$ cat config.mk
export PLATFORM = sky130hd
export DESIGN_NAME = pefl_element
export DESIGN_NICKNAME = d
export VERILOG_FILES = /design/src/hdl/pefl_pkg.sv /design/src/hdl/pefl_element.sv
export SDC_FILE = /design/constraint.sdc
export NUM_CORES = 1
export LEC_CHECK = 0
export BUFFER_PORTS_ARGS = -buffer_cell sky130_fd_sc_hd__buf_2
export CORE_AREA = 2 2 204 206
export CTS_BUF_LIST = sky130_fd_sc_hd__clkbuf_2 sky130_fd_sc_hd__clkbuf_4 sky130_fd_sc_hd__clkbuf_8
export CTS_CLUSTER_SIZE = 24
export DETAILED_ROUTE_END_ITERATION = 12
export DIE_AREA = 0 0 206 208
export PLACE_DENSITY = 0.66
export SYNTH_ARGS = -nofsm -noshare
export SYNTH_HDL_FRONTEND = slang
export SYNTH_SLANG_ARGS = --single-unit
$ cat constraint.sdc
create_clock -name clk_sys -period 4.8 [get_ports clk_sys]
set_clock_uncertainty 0.05 [all_clocks]
set_input_delay 0.24 -clock clk_sys [delete_from_list [all_inputs] [get_ports clk_sys]]
set_output_delay 0.24 -clock clk_sys [all_outputs]
set_load 0.01 [all_outputs]
$ cat src/hdl/pefl_pkg.sv
// package for the protection element flag logic
package pefl_pkg;
	localparam int MEAS_W      = 16;
	localparam int DLY_W       = 16;
	localparam int GROUP_CNT   = 8;
	localparam int GROUP_W     = 3;
	localparam int PWD_MAX     = 10;
	localparam int PWD_IDX_W   = 4;
	localparam int DIGIT_W     = 4;
	localparam logic [3:0] DIGIT_MAX = 4'h9;
	localparam logic [DLY_W-1:0] DLY_ZERO = 16'h0000;
	localparam logic [PWD_IDX_W-1:0] IDX_ZERO = 4'h0;
	localparam logic [PWD_IDX_W-1:0] IDX_ONE  = 4'h1;

	typedef enum logic [1:0] {TGT_DISABLED, TGT_SELF_RESET, TGT_LATCHED} pefl_target_e;

	typedef struct packed {
		logic [MEAS_W-1:0] pickupLevel;
		logic [DLY_W-1:0]  pickupDelay;
		logic [DLY_W-1:0]  resetDelay;
	} pefl_setting_s;

	typedef struct packed {
		logic pickupEvent;
		logic dropoutEvent;
		logic operateEvent;
	} pefl_events_s;

	typedef struct packed {
		logic             valid;
		logic             isEnter;
		logic [DIGIT_W-1:0] digit;
	} pefl_key_s;
endpackage

$ cat src/hdl/pefl_element.sv
// protection element: comparator, timers, target, events, groups, password entry
`timescale 1ns/1ps
module pefl_element #(
	parameter int MEAS_W  = pefl_pkg::MEAS_W,
	parameter int DLY_W   = pefl_pkg::DLY_W,
	parameter int GROUPS  = pefl_pkg::GROUP_CNT,
	parameter int PWD_LEN = pefl_pkg::PWD_MAX
) (
	input  wire logic                         clk_sys,         // 200 MHz system clock
	input  wire logic                         sys_rst,         // async reset, active high
	input  wire logic                         functionEnable,  // function setting enabled
	input  wire logic                         overMode,        // 1 over threshold, 0 under
	input  wire logic [MEAS_W-1:0]            measured,        // measured quantity
	input  wire logic                         blockIn,         // block input
	input  wire logic                         runIn,           // supervisory run input
	input  wire logic                         group_dependent_class, // 1 group_dependent_class, 0 control
	input  wire logic [2:0]                   activeGroup,     // active group 0..7 = groups 1..8
	input  wire pefl_pkg::pefl_setting_s      groupSet [GROUPS], // group_dependent_class setting sets
	input  wire pefl_pkg::pefl_setting_s      controlSet,      // control-class setting set
	input  wire pefl_pkg::pefl_target_e       targetMode,      // target mode
	input  wire logic                         eventsEnable,    // event recording enable
	input  wire logic                         resetCmd,        // reset command pulse
	input  wire pefl_pkg::pefl_key_s          key,             // keypad input
	input  wire logic                         pwdChangeReq,    // start password change
	output logic                              pickupFlag,      // pickup flag
	output logic                              operateFlag,     // operate flag
	output logic                              targetOn,        // target message and LED
	output pefl_pkg::pefl_events_s            events,          // event pulses
	output logic                              pwdStored,       // new password stored, pulse
	output logic                              pwdRejected,     // entry refused, pulse
	output logic [PWD_LEN*4-1:0]              activePwd,       // active password digits
	output logic [3:0]                        activePwdLen     // active password length
);
	typedef enum {PW_IDLE, PW_OLD, PW_NEW, PW_VERIFY} pefl_pw_e;

	pefl_pkg::pefl_setting_s set;
	logic                    runOk, beyond;
	logic                    pickR, pickNxt, opR, opNxt, tgtR, tgtNxt;
	logic [DLY_W-1:0]        cntR, cntNxt;
	pefl_pkg::pefl_events_s  evR, evNxt;

	assign runOk = functionEnable && runIn && !blockIn;
	always_comb
	begin
		set = group_dependent_class ? groupSet[activeGroup] : controlSet;
		beyond = overMode ? (measured > set.pickupLevel) : (measured < set.pickupLevel);
	end

	always_comb
	begin
		pickNxt = runOk && beyond;
		opNxt   = opR;
		cntNxt  = cntR;
		if (!runOk)
		begin
			opNxt  = 1'b0;
			cntNxt = pefl_pkg::DLY_ZERO;
		end
		else if (!opR)
		begin
			if (!beyond)
				cntNxt = pefl_pkg::DLY_ZERO;
			else if (cntR >= set.pickupDelay)
			begin
				opNxt  = 1'b1;
				cntNxt = pefl_pkg::DLY_ZERO;
			end
			else
				cntNxt = DLY_W'(cntR + 1'b1);
		end
		else
		begin
			if (beyond)
				cntNxt = pefl_pkg::DLY_ZERO;
			else if (cntR >= set.resetDelay)
			begin
				opNxt  = 1'b0;
				cntNxt = pefl_pkg::DLY_ZERO;
			end
			else
				cntNxt = DLY_W'(cntR + 1'b1);
		end
		case (targetMode)
			pefl_pkg::TGT_SELF_RESET: tgtNxt = opNxt;
			pefl_pkg::TGT_LATCHED:    tgtNxt = opNxt || (tgtR && !resetCmd);
			default:                  tgtNxt = 1'b0;
		endcase
		evNxt.pickupEvent  = eventsEnable && pickNxt && !pickR;
		evNxt.dropoutEvent = eventsEnable && !pickNxt && pickR;
		evNxt.operateEvent = eventsEnable && opNxt && !opR;
	end

	always_ff @(posedge clk_sys or posedge sys_rst)
	begin
		if (sys_rst)
		begin
			pickR <= 1'b0;
			opR   <= 1'b0;
			tgtR  <= 1'b0;
			cntR  <= pefl_pkg::DLY_ZERO;
			evR   <= '0;
		end
		else
		begin
			pickR <= pickNxt;
			opR   <= opNxt;
			tgtR  <= tgtNxt;
			cntR  <= cntNxt;
			evR   <= evNxt;
		end
	end

	assign pickupFlag  = pickR;
	assign operateFlag = opR;
	assign targetOn    = tgtR;
	assign events      = evR;

	// password change: old check (skipped while no password is set), new entry, verify, then store
	pefl_pw_e                pwR, pwNxt;
	logic [PWD_LEN*4-1:0]    bufR, bufNxt, newR, newNxt, actR, actNxt;
	logic [3:0]              lenR, lenNxt, nLenR, nLenNxt, aLenR, aLenNxt;
	logic                    badR, badNxt, stR, stNxt, rjR, rjNxt;
	logic                    isDigit;

	assign isDigit = !key.isEnter && (key.digit <= pefl_pkg::DIGIT_MAX);
	always_comb
	begin
		pwNxt = pwR; bufNxt = bufR; newNxt = newR; actNxt = actR;
		lenNxt = lenR; nLenNxt = nLenR; aLenNxt = aLenR; badNxt = badR;
		stNxt = 1'b0; rjNxt = 1'b0;
		case (pwR)
			PW_IDLE:
			begin
				if (pwdChangeReq)
				begin
					pwNxt = (aLenR == pefl_pkg::IDX_ZERO) ? PW_NEW : PW_OLD;
					bufNxt = '0; lenNxt = pefl_pkg::IDX_ZERO; badNxt = 1'b0;
				end
			end
			default:
			begin
				if (key.valid && !key.isEnter)
				begin
					if (!isDigit || lenR >= 4'(PWD_LEN))
						badNxt = 1'b1;
					else
					begin
						bufNxt = {bufR[PWD_LEN*4-5:0], key.digit};
						lenNxt = 4'(lenR + pefl_pkg::IDX_ONE);
					end
				end
				else if (key.valid)
				begin
					bufNxt = '0; lenNxt = pefl_pkg::IDX_ZERO; badNxt = 1'b0;
					if (badR || lenR == pefl_pkg::IDX_ZERO)
					begin
						rjNxt = 1'b1; pwNxt = PW_IDLE;
					end
					else if (pwR == PW_OLD)
					begin
						if (bufR == actR && lenR == aLenR)
							pwNxt = PW_NEW;
						else
						begin
							rjNxt = 1'b1; pwNxt = PW_IDLE;
						end
					end
					else if (pwR == PW_NEW)
					begin
						newNxt = bufR; nLenNxt = lenR; pwNxt = PW_VERIFY;
					end
					else
					begin
						pwNxt = PW_IDLE;
						if (bufR == newR && lenR == nLenR)
						begin
							actNxt = newR; aLenNxt = nLenR; stNxt = 1'b1;
						end
						else
							rjNxt = 1'b1;
					end
				end
			end
		endcase
	end

	always_ff @(posedge clk_sys or posedge sys_rst)
	begin
		if (sys_rst)
		begin
			pwR <= PW_IDLE; bufR <= '0; newR <= '0; actR <= '0;
			lenR <= '0; nLenR <= '0; aLenR <= '0; badR <= 1'b0; stR <= 1'b0; rjR <= 1'b0;
		end
		else
		begin
			pwR <= pwNxt; bufR <= bufNxt; newR <= newNxt; actR <= actNxt;
			lenR <= lenNxt; nLenR <= nLenNxt; aLenR <= aLenNxt; badR <= badNxt; stR <= stNxt; rjR <= rjNxt;
		end
	end

	assign pwdStored    = stR;
	assign pwdRejected  = rjR;
	assign activePwd    = actR;
	assign activePwdLen = aLenR;
endmodule

==> results of run 1 <==
power groups by stage:
stage	clock, W	sequential, W	combinational (W)
2_1_floorplan	0	0.00149	0.000714
6_report	0.00108	0.00150	0.00124
3_5_place_dp	0	0.00152	0.00122
4_1_cts	0.00110	0.00150	0.00123
3_3_place_gp	0	0.00152	0.00121
5_1_grt	0.00116	0.00151	0.00132
cells in the mapped netlist, types with 3 or more instances:
master    count
mux2i_1      48
o21a_1        4
nor2_1       28
buf_1        13
nand2b_1      5
o31ai_1       4
nor4_1       15
mux2_4       39
xor2_1       36
nand3_1       7
buf_6         3
a21oi_1      23
a211oi_1      4
buf_2         7
o41ai_2       5
a22o_1       42
and3_1        4
nand2_1      70
nor3_1        6
nand4_1      40
ha_1         54
nand4b_1      4
o21ai_0      57
xnor2_1      64
dfrtp_1     159
nor2b_1       3
o41ai_1      10
a21o_1        5
buf_12        4
clkbuf_1     41
mux4_2       96
mux2_2       50
inv_1        21
stage by stage:
stage               total power, W  hold WS [ns]  setup WS [ns]
detailed placement        0.002741        0.3461         0.6075
global placement          0.002729        0.3471         0.6226
finish                    0.003814       0.05510          1.053
global route              0.003990       0.01351         0.7708
CTS                       0.003830       0.02220          1.104
floorplan                 0.002203        0.2979         0.2184
final cells by class:
| type | instances | area share [%] |
|---|---|---|
| antenna | 8 | 0.1285 |
| clock buffer | 18 | 1.551 |
| clock inverter | 14 | 1.213 |
| inverter | 21 | 0.5383 |
| multi-input combinational | 750 | 48.41 |
| sequential | 159 | 25.55 |
| tap | 532 | 4.274 |
| timing repair buffer | 547 | 18.34 |
worst paths after layout:
check / cells past startpoint / slack [ns] / to / start
worst max-delay path: 14 / 1.05 / cntR[9]$_DFF_PP0_ / activeGroup[0]
worst min-delay path: 3 / 0.06 / badR$_DFFE_PP0P_ / pwdChangeReq
worst max register to register: 7 / 1.42 / activePwd[38]$_DFFE_PP0P_ / lenR[1]$_DFFE_PP0P_
worst min register to register: 2 / 0.48 / events[1]$_DFF_PP0_ / pickupFlag$_DFF_PP0_
max in group asynchronous: 4 / 3.20 / newR[38]$_DFFE_PP0P_ / sys_rst
min in group asynchronous: 3 / 0.37 / activePwd[15]$_DFFE_PP0P_ / sys_rst
cells by family after synthesis:
kind of cell	count (synthesis)	share of synthesized area [%]
mux	233	31.76
simple gates	193	8.219
compound gates	170	10.01
flops	159	33.34
xor+xnor	100	7.338
buf+inv	90	3.669
fa+ha+maj	54	5.661
worst max-delay path, cell delays in order:
cell	delay, ns
buf_6	0.29
buf_12	0.28
mux4_2	0.54
mux2i_1	0.23
nand2_1	0.11
o21ai_0	0.14
ha_1	0.18
nand4_1	0.17
or3_1	0.41
a21o_1	0.18
nand4b_1	0.10
buf_4	0.25
and2_1	0.66
o41ai_2	0.18
flip-flops by register name, indices dropped and copies added (netlist names):
register,cells
activePwd,40
bufR,40
newR,40
cntR,16
activePwdLen,4
lenR,4
nLenR,4
events,3
pwR,2
badR,1
operateFlag,1
pickupFlag,1
pwdRejected,1
pwdStored,1
targetOn,1
routing by layer:
layer | up-vias | global-route usage (%) | wire [um]
met5 | - | 0 | 54
met2 | 539 | 43.87 | 28140
met4 | 8 | 3.990 | 522
met1 | 5694 | 37.31 | 25610
li1 | 4868 | - | -
met3 | 31 | 5.326 | 4260
timing repair:
item / CTS / global route
hold buffers: 6 / 0
buffers inserted: 0 / 0
setup endpoints to repair: 0 / 0
endpoints found under the hold margin: 77 / 0
==> results by stage, run 1 <==
Floorplanning:
- The core area is 40550 um2.
- The die covers 42850 um2.
- The initial standard-cell utilization of the core is 29.43%.
- In this run the vertical extent of the chip is 208 um.
- The top-level port count is 521.
- The number of core rows is 74.
- The die width is 206 um.

Synth:
- The proportion of synthesized flip-flops having asynchronous set or reset is 100.0%.
- The Yosys step of the flow raised 0 warnings.
- The number of different library cells used by synthesis comes to 59.
- Yosys attributes the largest share of cell area to dfrtp_1, mux4_2, ha_1, mux2_4, mux2_2.
- The synthesized net count is 1522.
- In this run, synthesis inferred 0 flip-flops with an integrated enable.
- Counting flops and latches in the post-synthesis netlist gives 159.
- In this run the biggest area consumer among cell types represents 33.34% of the synthesized area.
- The predominant post-synthesis flop cell is dfrtp_1.
- The synthesized area per cell is 11.95 um2.
- The biggest area contributor in the post-synthesis netlist is dfrtp_1.
- The synthesized cell area is 11940 um2.
- Sequential cells were found to cover 33.34% of the synthesized design area.
- In the synthesized netlist, the number of instances is 999.

Layout:
- For this run, the number of standard cells in the final layout without fillers is 2049.
- The share of layout cells above drive strength 1 is 51.16%.
- In the final layout, flip-flops and latches occupy 3979 um2.
- For this run, the post-layout net count is 2019.
- The area of the multi-input gates is 7538 um2.
- The library cell used most frequently in the layout, excluding fill and tap cells, is buf_2.
- The filler cell count is 4092.
- After routing the design area is 15570 um2.
- The library cells used most frequently in the layout, excluding fill and tap cells, are buf_2, dfrtp_1, mux4_2, nand2_1, xnor2_1.
- The final standard cell utilization of the core is 38.40%.
- The area growth from synthesis to layout is 30.49%.

Setup path:
- At the worst endpoint, the required time is 5.06 ns.
- By startpoint and endpoint, the worst setup path is classified as input pin to flop.
- STA classifies the critical path startpoint as an input pin.
- STA classifies the critical path endpoint as a flop.
- In this run the worst path has a maximum fanout of 27.
- The arrival time of the worst setup path is 4.01 ns.

GRT:
- The number of global-route vias before repair is 11490.
- Global routing consumed, over all layers together, 26.83% of the routing resources.
- The wire length of the first global-routing pass is 82390 um.
- The initial antenna violation count is 18.
- The final global-route overflow total is 0.
- Entering global routing, the biggest net connects 75 pins.

Place:
- The total cell area at the placement stage is 15060 um2.
- The quantity of I/O buffers inserted on ports is 520.
- The number of instances in the placed design is 2003.
- At the end of routability-driven placement, the weighted congestion stood at 1.029.
- The sum of net half-perimeters after detailed placement is 49370 um.

Clock network:
- TritonCTS built the clock tree.
- The number of CTS-inserted buffers is 17.
- The tree is rooted in a clkbuf_8.
- The maximum clock insertion buffer count is 2.
- The clock tree synthesis step divided the H-tree into 4 levels.
- The clock-pin slew on the worst setup and hold paths is 0.11 ns.
- The TritonCTS sink count is 159.
- At the later pin of the worst-skew pair, clock insertion delay measures 0.47 ns.
- Gates resized during post-CTS repair numbered 0.

Detailed routing:
- For this block, the routed nets add up to 58580 um of wire.
- The number of DRC violations after detailed routing is 0.
- The antenna violation net count after detailed routing is 0.
- The number of iterations in the first detailed-routing pass is 5.
- Across all layers, the routed design uses 11140 vias.
- The average via count per standard cell is 5.437.
- After detailed routing, the average wire length per cell comes to 28.59 um.
- The initial detailed-routing violation count is 1148.

Timing:
- The final max-slew violation count is 0.
- Setup repair after global routing left no endpoint under its margin.
- In this run the tightest slew margin relative to its limit is 37.34%.
- Setup violations remaining at the end of the flow were counted as 0.
- The setup total negative slack is 0 ns.
- Derived from the worst setup path, the maximum achievable clock frequency is 0.2669 GHz.
- The final period demand of the worst path is 3.747 ns.
- The number of failing hold endpoints at the final stage is 0.
- The ratio of final minimum period to clock period is 78.06%.
- At the pin with the least slew margin, the transition time is 0.9400 ns.

Job:
- The max-capacitance violation count is 0.

Power and ir drop:
- The portion of total power attributed to the clock network is 28.4%.
- For this design the ratio of total power to cell area is 244.9 nW/um2.
- The analysis attributes to net switching a power of 0.001365 W.
- The cell-internal power is 0.002450 W.
- Net switching is 35.78% of the power.
- Registers are responsible for 39.2% of the overall power.
- The logic gate share of total power is 32.4%.
- The total leakage power is 7.767 nW.
- The worst supply voltage drop on vdd is 0.2015 mV.

Run status:
- The run finished with clean final reports.

Worst hold path:
- The class of the tightest hold or removal check is input pin to flop.
Power figures use the tool's default switching activity.
==> run 2: changes to the inputs <==
--- a/config.mk
+++ b/config.mk
@@ -5,13 +5,14 @@
 export SDC_FILE = /design/constraint.sdc
 export NUM_CORES = 1
 export LEC_CHECK = 0
+export ABC_AREA = 1
 export BUFFER_PORTS_ARGS = -buffer_cell sky130_fd_sc_hd__buf_2
-export CORE_AREA = 2 2 204 206
+export CORE_AREA = 2 2 203 205
 export CTS_BUF_LIST = sky130_fd_sc_hd__clkbuf_2 sky130_fd_sc_hd__clkbuf_4 sky130_fd_sc_hd__clkbuf_8
 export CTS_CLUSTER_SIZE = 24
 export DETAILED_ROUTE_END_ITERATION = 12
-export DIE_AREA = 0 0 206 208
-export PLACE_DENSITY = 0.66
+export DIE_AREA = 0 0 205 207
+export PLACE_DENSITY = 0.69
 export SYNTH_ARGS = -nofsm -noshare
 export SYNTH_HDL_FRONTEND = slang
 export SYNTH_SLANG_ARGS = --single-unit
==> constraint.sdc (replaced) <==
create_clock -name clk_sys -period 3.3 [get_ports clk_sys]
set_clock_uncertainty 0.05 [all_clocks]
set_input_delay 0.165 -clock clk_sys [delete_from_list [all_inputs] [get_ports clk_sys]]
set_output_delay 0.165 -clock clk_sys [all_outputs]
set_load 0.01 [all_outputs]
==> results by stage, run 2 <==
Clock network:
- The number of gates resized after CTS is 0.
- For this design, the sink count on the clock tree is 159.
- The maximum clock insertion buffer count is 2.
- In this run the number of H-tree levels came out at 4.
- After clock tree synthesis, the clock-pin slew on the worst setup and hold paths is 0.09 ns.
- The clock latency at the later pin of the worst-skew pair is 0.47 ns.
- The clock tree from TritonCTS is done.
- In this run, CTS created clock tree buffers numbering 17.
- The cell sitting at the root of the clock tree is a clkbuf_8.

Timing:
- The transition time at the pin with the least slew margin is 0.9006 ns.
- The worst path uses 85.38% of the clock period.
- Measured against its own limit, the worst slew margin works out to 39.75%.
- Setup violations remaining at the end of the flow were counted as 0.
- The number of failing hold endpoints at the final stage was 0.
- The final max-slew violation count is 0.
- For this run, the top clock speed supported by timing is 0.3549 GHz.
- The worst path needs 2.817 ns of the cycle, external delays included.
- Setup repair after global routing left no endpoint under its margin.

Job:
- Across the run, the number of max-cap violations was 0.

Power and ir drop:
- In this run the static leakage power is 9.152 nW.
- The completed layout was analyzed and its total power is 0.006502 W.
- The worst-case IR drop observed on VDD is 0.3192 mV.
- The areal power density over the cells is 386.3 nW/um2.

Worst hold path:
- The class of the tightest hold or removal check is input pin to flop.

Synth:
- The top cell type by area accounts for 30.96% of the synthesized area.
- The share of synthesized area occupied by flip-flops and latches is 30.96%.
- Sorting the synthesized cells by how often they occur yields inv_1, nand2_1, o21ai_0.
- The number of nets handed over by synthesis was 2327.
- The post-synthesis adder-cell area fraction is 5.258%.
- The synthesized design contains 159 register bits.
- In this run the mean area of a mapped cell was 7.124 um2.
- The most frequent cell after synthesis is inv_1.
- The complex-gate fraction of the synthesized area is 23.11%.
- The number of distinct library cells after synthesis is 37.
- The synthesized netlist occupies a cell area of 12850 um2.
- The count of flip-flops with a built-in enable after synthesis is 0.
- The synthesis warning total is 0.
- The main combinational cell family by area after synthesis is compound AO/OA/AOI/OAI gates.
- Measured against the total synthesized area, the mux share comes to 7.653%.
- Summing the areas of all xor and xnor instances in the mapped netlist gives 2.658% of the synthesized area.
- The synthesized design spends more area on one cell type than any other, namely dfrtp_1.
- In the synthesized netlist the dominant register cell turns out to be dfrtp_1.
- Counting flops with an async set or reset pin after synthesis yields a share of 100.0%.
- Summing the areas of all and, or, nand and nor instances in the mapped netlist gives 17.70% of the synthesized area.
- The cell count after synthesis came out at 1804.
- By area the synthesized netlist is led by dfrtp_1, inv_1, nand2_1, o21ai_0, mux2i_1.

Setup path:
- The arrival time of the worst setup path is 3.16 ns.
- For this design, the slowest cell found on the critical path is mux2i_1.
- The critical path's largest stage delay is 0.48 ns.
- The maximum net fanout on the critical path is 33.
- Among the stages of the critical path, the cell type that occurs most often is nand2_1.
- The data required time at the worst endpoint is 3.65 ns.
- The category of the critical setup timing path is input pin to flop.
- The worst setup path is captured at a flop.
- STA classifies the critical path startpoint as an input pin.
- Counting both buffers and inverters, the worst setup path holds a total of 5.
- Broken down by cell family, the worst path's largest delay share belongs to simple AND/OR/NAND/NOR gates.
- Across all register-to-register paths, the minimum setup slack is 0.74 ns.
- Traced cell by cell, the critical path runs through buf_8 > buf_4 > mux2i_1 > o211ai_1 > nand3_1 > o21ai_0 > inv_1 > ha_1 > nand2_1 > inv_1 > nand2_1 > a21oi_1 > nor2_1 > nand3_1 > nand2_1 > nand3_1 > nand2_1 > nand2_1 > buf_12 > nor2_1.

GRT:
- The initial antenna violation count is 18.
- Global routing consumed, over all layers together, 29.49% of the routing resources.
- Entering global routing, the biggest net connects 94 pins.
- The number of global-route vias before repair was 14840.
- For this run the aggregate overflow at the end of global routing stands at 0.
- The wire length of the first global-routing pass is 93150 um.

Layout:
- The filler cell count is 4278.
- The storage element area is 3979 um2.
- Summing all multi-input logic gate instances after layout gives 7256 um2.
- The share of layout cells above drive strength 1 is 27.47%.
- The layout-stage area growth over the synthesis result is 31.00%.
- The number of nets at the end of the flow is 2824.
- The final instance area is 16830 um2.
- The library cells used most frequently in the layout, excluding fill and tap cells, are buf_2, inv_1, nand2_1, o21ai_0, dfrtp_1.
- The most common cell after layout, fill and taps aside is buf_2.

Detailed routing:
- After detailed routing, the average wire length per cell comes to 22.45 um.
- The initial detailed-routing violation count is 1305.
- The number of DRC violations after detailed routing is 0.
- After detailed routing, the total wire length is 64130 um.
- Once detail routing completed, the nets flagged for antenna violations numbered 0.
- Before antenna repair, the detailed router went through 8 iterations.
- In the routed layout, each cell is associated on average with a via count of 5.242.
- Detailed routing inserted a total of 14970 vias.

Floorplanning:
- From left edge to right edge, the die measures 205 um.
- Row generation in the floorplan step produced 74 rows.
- The initial standard-cell utilization of the core is 31.83%.
- The die outline height is 207 um.
- The area of the die is 42440 um2.
- In this run the count of I/O pins placed on the die edge is 521.
- The core area is 40370 um2.

Place:
- Once placement finished, the instance area stood at 16300 um2.
- The sum of net half-perimeters after detailed placement is 52680 um.
- The placer congestion estimate is 1.004.
- Input and output buffers added on the ports amount to 520.

Run status:
- The flow ran to the end, and the final reports show no timing, DRC or antenna violations.
run 2: cell count changes in the layout (fill, tap and decap cells not counted), moves of 43 or more:
cell and change:
a21oi_1 +107, inv_1 +284, mux2_2 -48, mux2i_1 +48, mux4_2 -96, nand2_1 +222, nand3_1 +47, o211ai_1 +96
o21ai_0 +157, o22ai_1 +43, xnor2_1 -57
run 2: timing repair:
action | 4_1_cts | 5_1_grt
buffers inserted | 0 | 0
hold endpoints to repair | 40 | 0
hold buffers | 6 | 0
run 2: worst paths after layout:
check                                      from              endpoint  cells after the start
setup / recovery                 activeGroup[0]     cntR[2]$_DFF_PP0_                     20
hold / removal                           key[2]   bufR[2]$_DFFE_PP0P_                      3
min in group asynchronous               sys_rst  pickupFlag$_DFF_PP0_                      3
hold reg to reg            pickupFlag$_DFF_PP0_   events[2]$_DFF_PP0_                      1
setup reg to reg            lenR[1]$_DFFE_PP0P_  newR[23]$_DFFE_PP0P_                     10
max in group asynchronous               sys_rst  nLenR[0]$_DFFE_PP0P_                      4
run 2: cell type report:
type	instances	share of cell area, %
clock inverters	13	1.271
clock buffers	17	1.390
multi-input cells	1223	43.10
diodes	12	0.1784
flip-flops and latches	159	23.63
repair buffers	588	19.49
well taps	532	3.954
inverters	312	6.986
run 2: cells by family after synthesis:
logic type	Yosys count
compound gates	517
xor+xnor	39
fa+ha+maj	54
buf+inv	422
flops	159
mux	98
simple gates	515
run 2: routing by layer:
metal | track usage (%) | vias up | part of all wire, % | routed length, um
li1 | - | 7090 | - | -
met1 | 38.38 | 7186 | 41 | 26580
met2 | 49.34 | 610 | 49 | 31210
met3 | 5.491 | 79 | 7.5 | 4811
met4 | 9.030 | 6 | 2.3 | 1490
met5 | 0 | - | 0.072 | 46
run 2: power by group:
group | leakage [nW] | switching (W) | internal (W)
Clock | 0.224 | 0.000767 | 0.000899
Sequential | 2.15 | 0.000285 | 0.00224
Combinational | 6.77 | 0.00136 | 0.000943
run 2: metrics by stage:
step	TNS [ns]	hold slack (ns)	setup slack [ns]	std cells	utilization, %
after global routing	0	0.01543	0.2754	2855	41.70
final	0	0.008497	0.4825	2856	41.70
after global placement	-0.5768	0.2901	-0.04156	2808	40.37
after floorplan	0	0.2296	0.3252	1804	-
after CTS	0	0.009391	0.5178	2844	41.63
after detailed placement	0	0.3098	0.01816	2808	40.37
run 2: worst register-to-register path: cells and delay by family (launching register included):
kind                       cells  cell delay, ns
adders and majority gates      1            0.21
AOI/OAI and AO/OA              1            0.11
DFF                            1            0.46
and+or+nand+nor                5            1.04
buffers and inverters          3            0.57
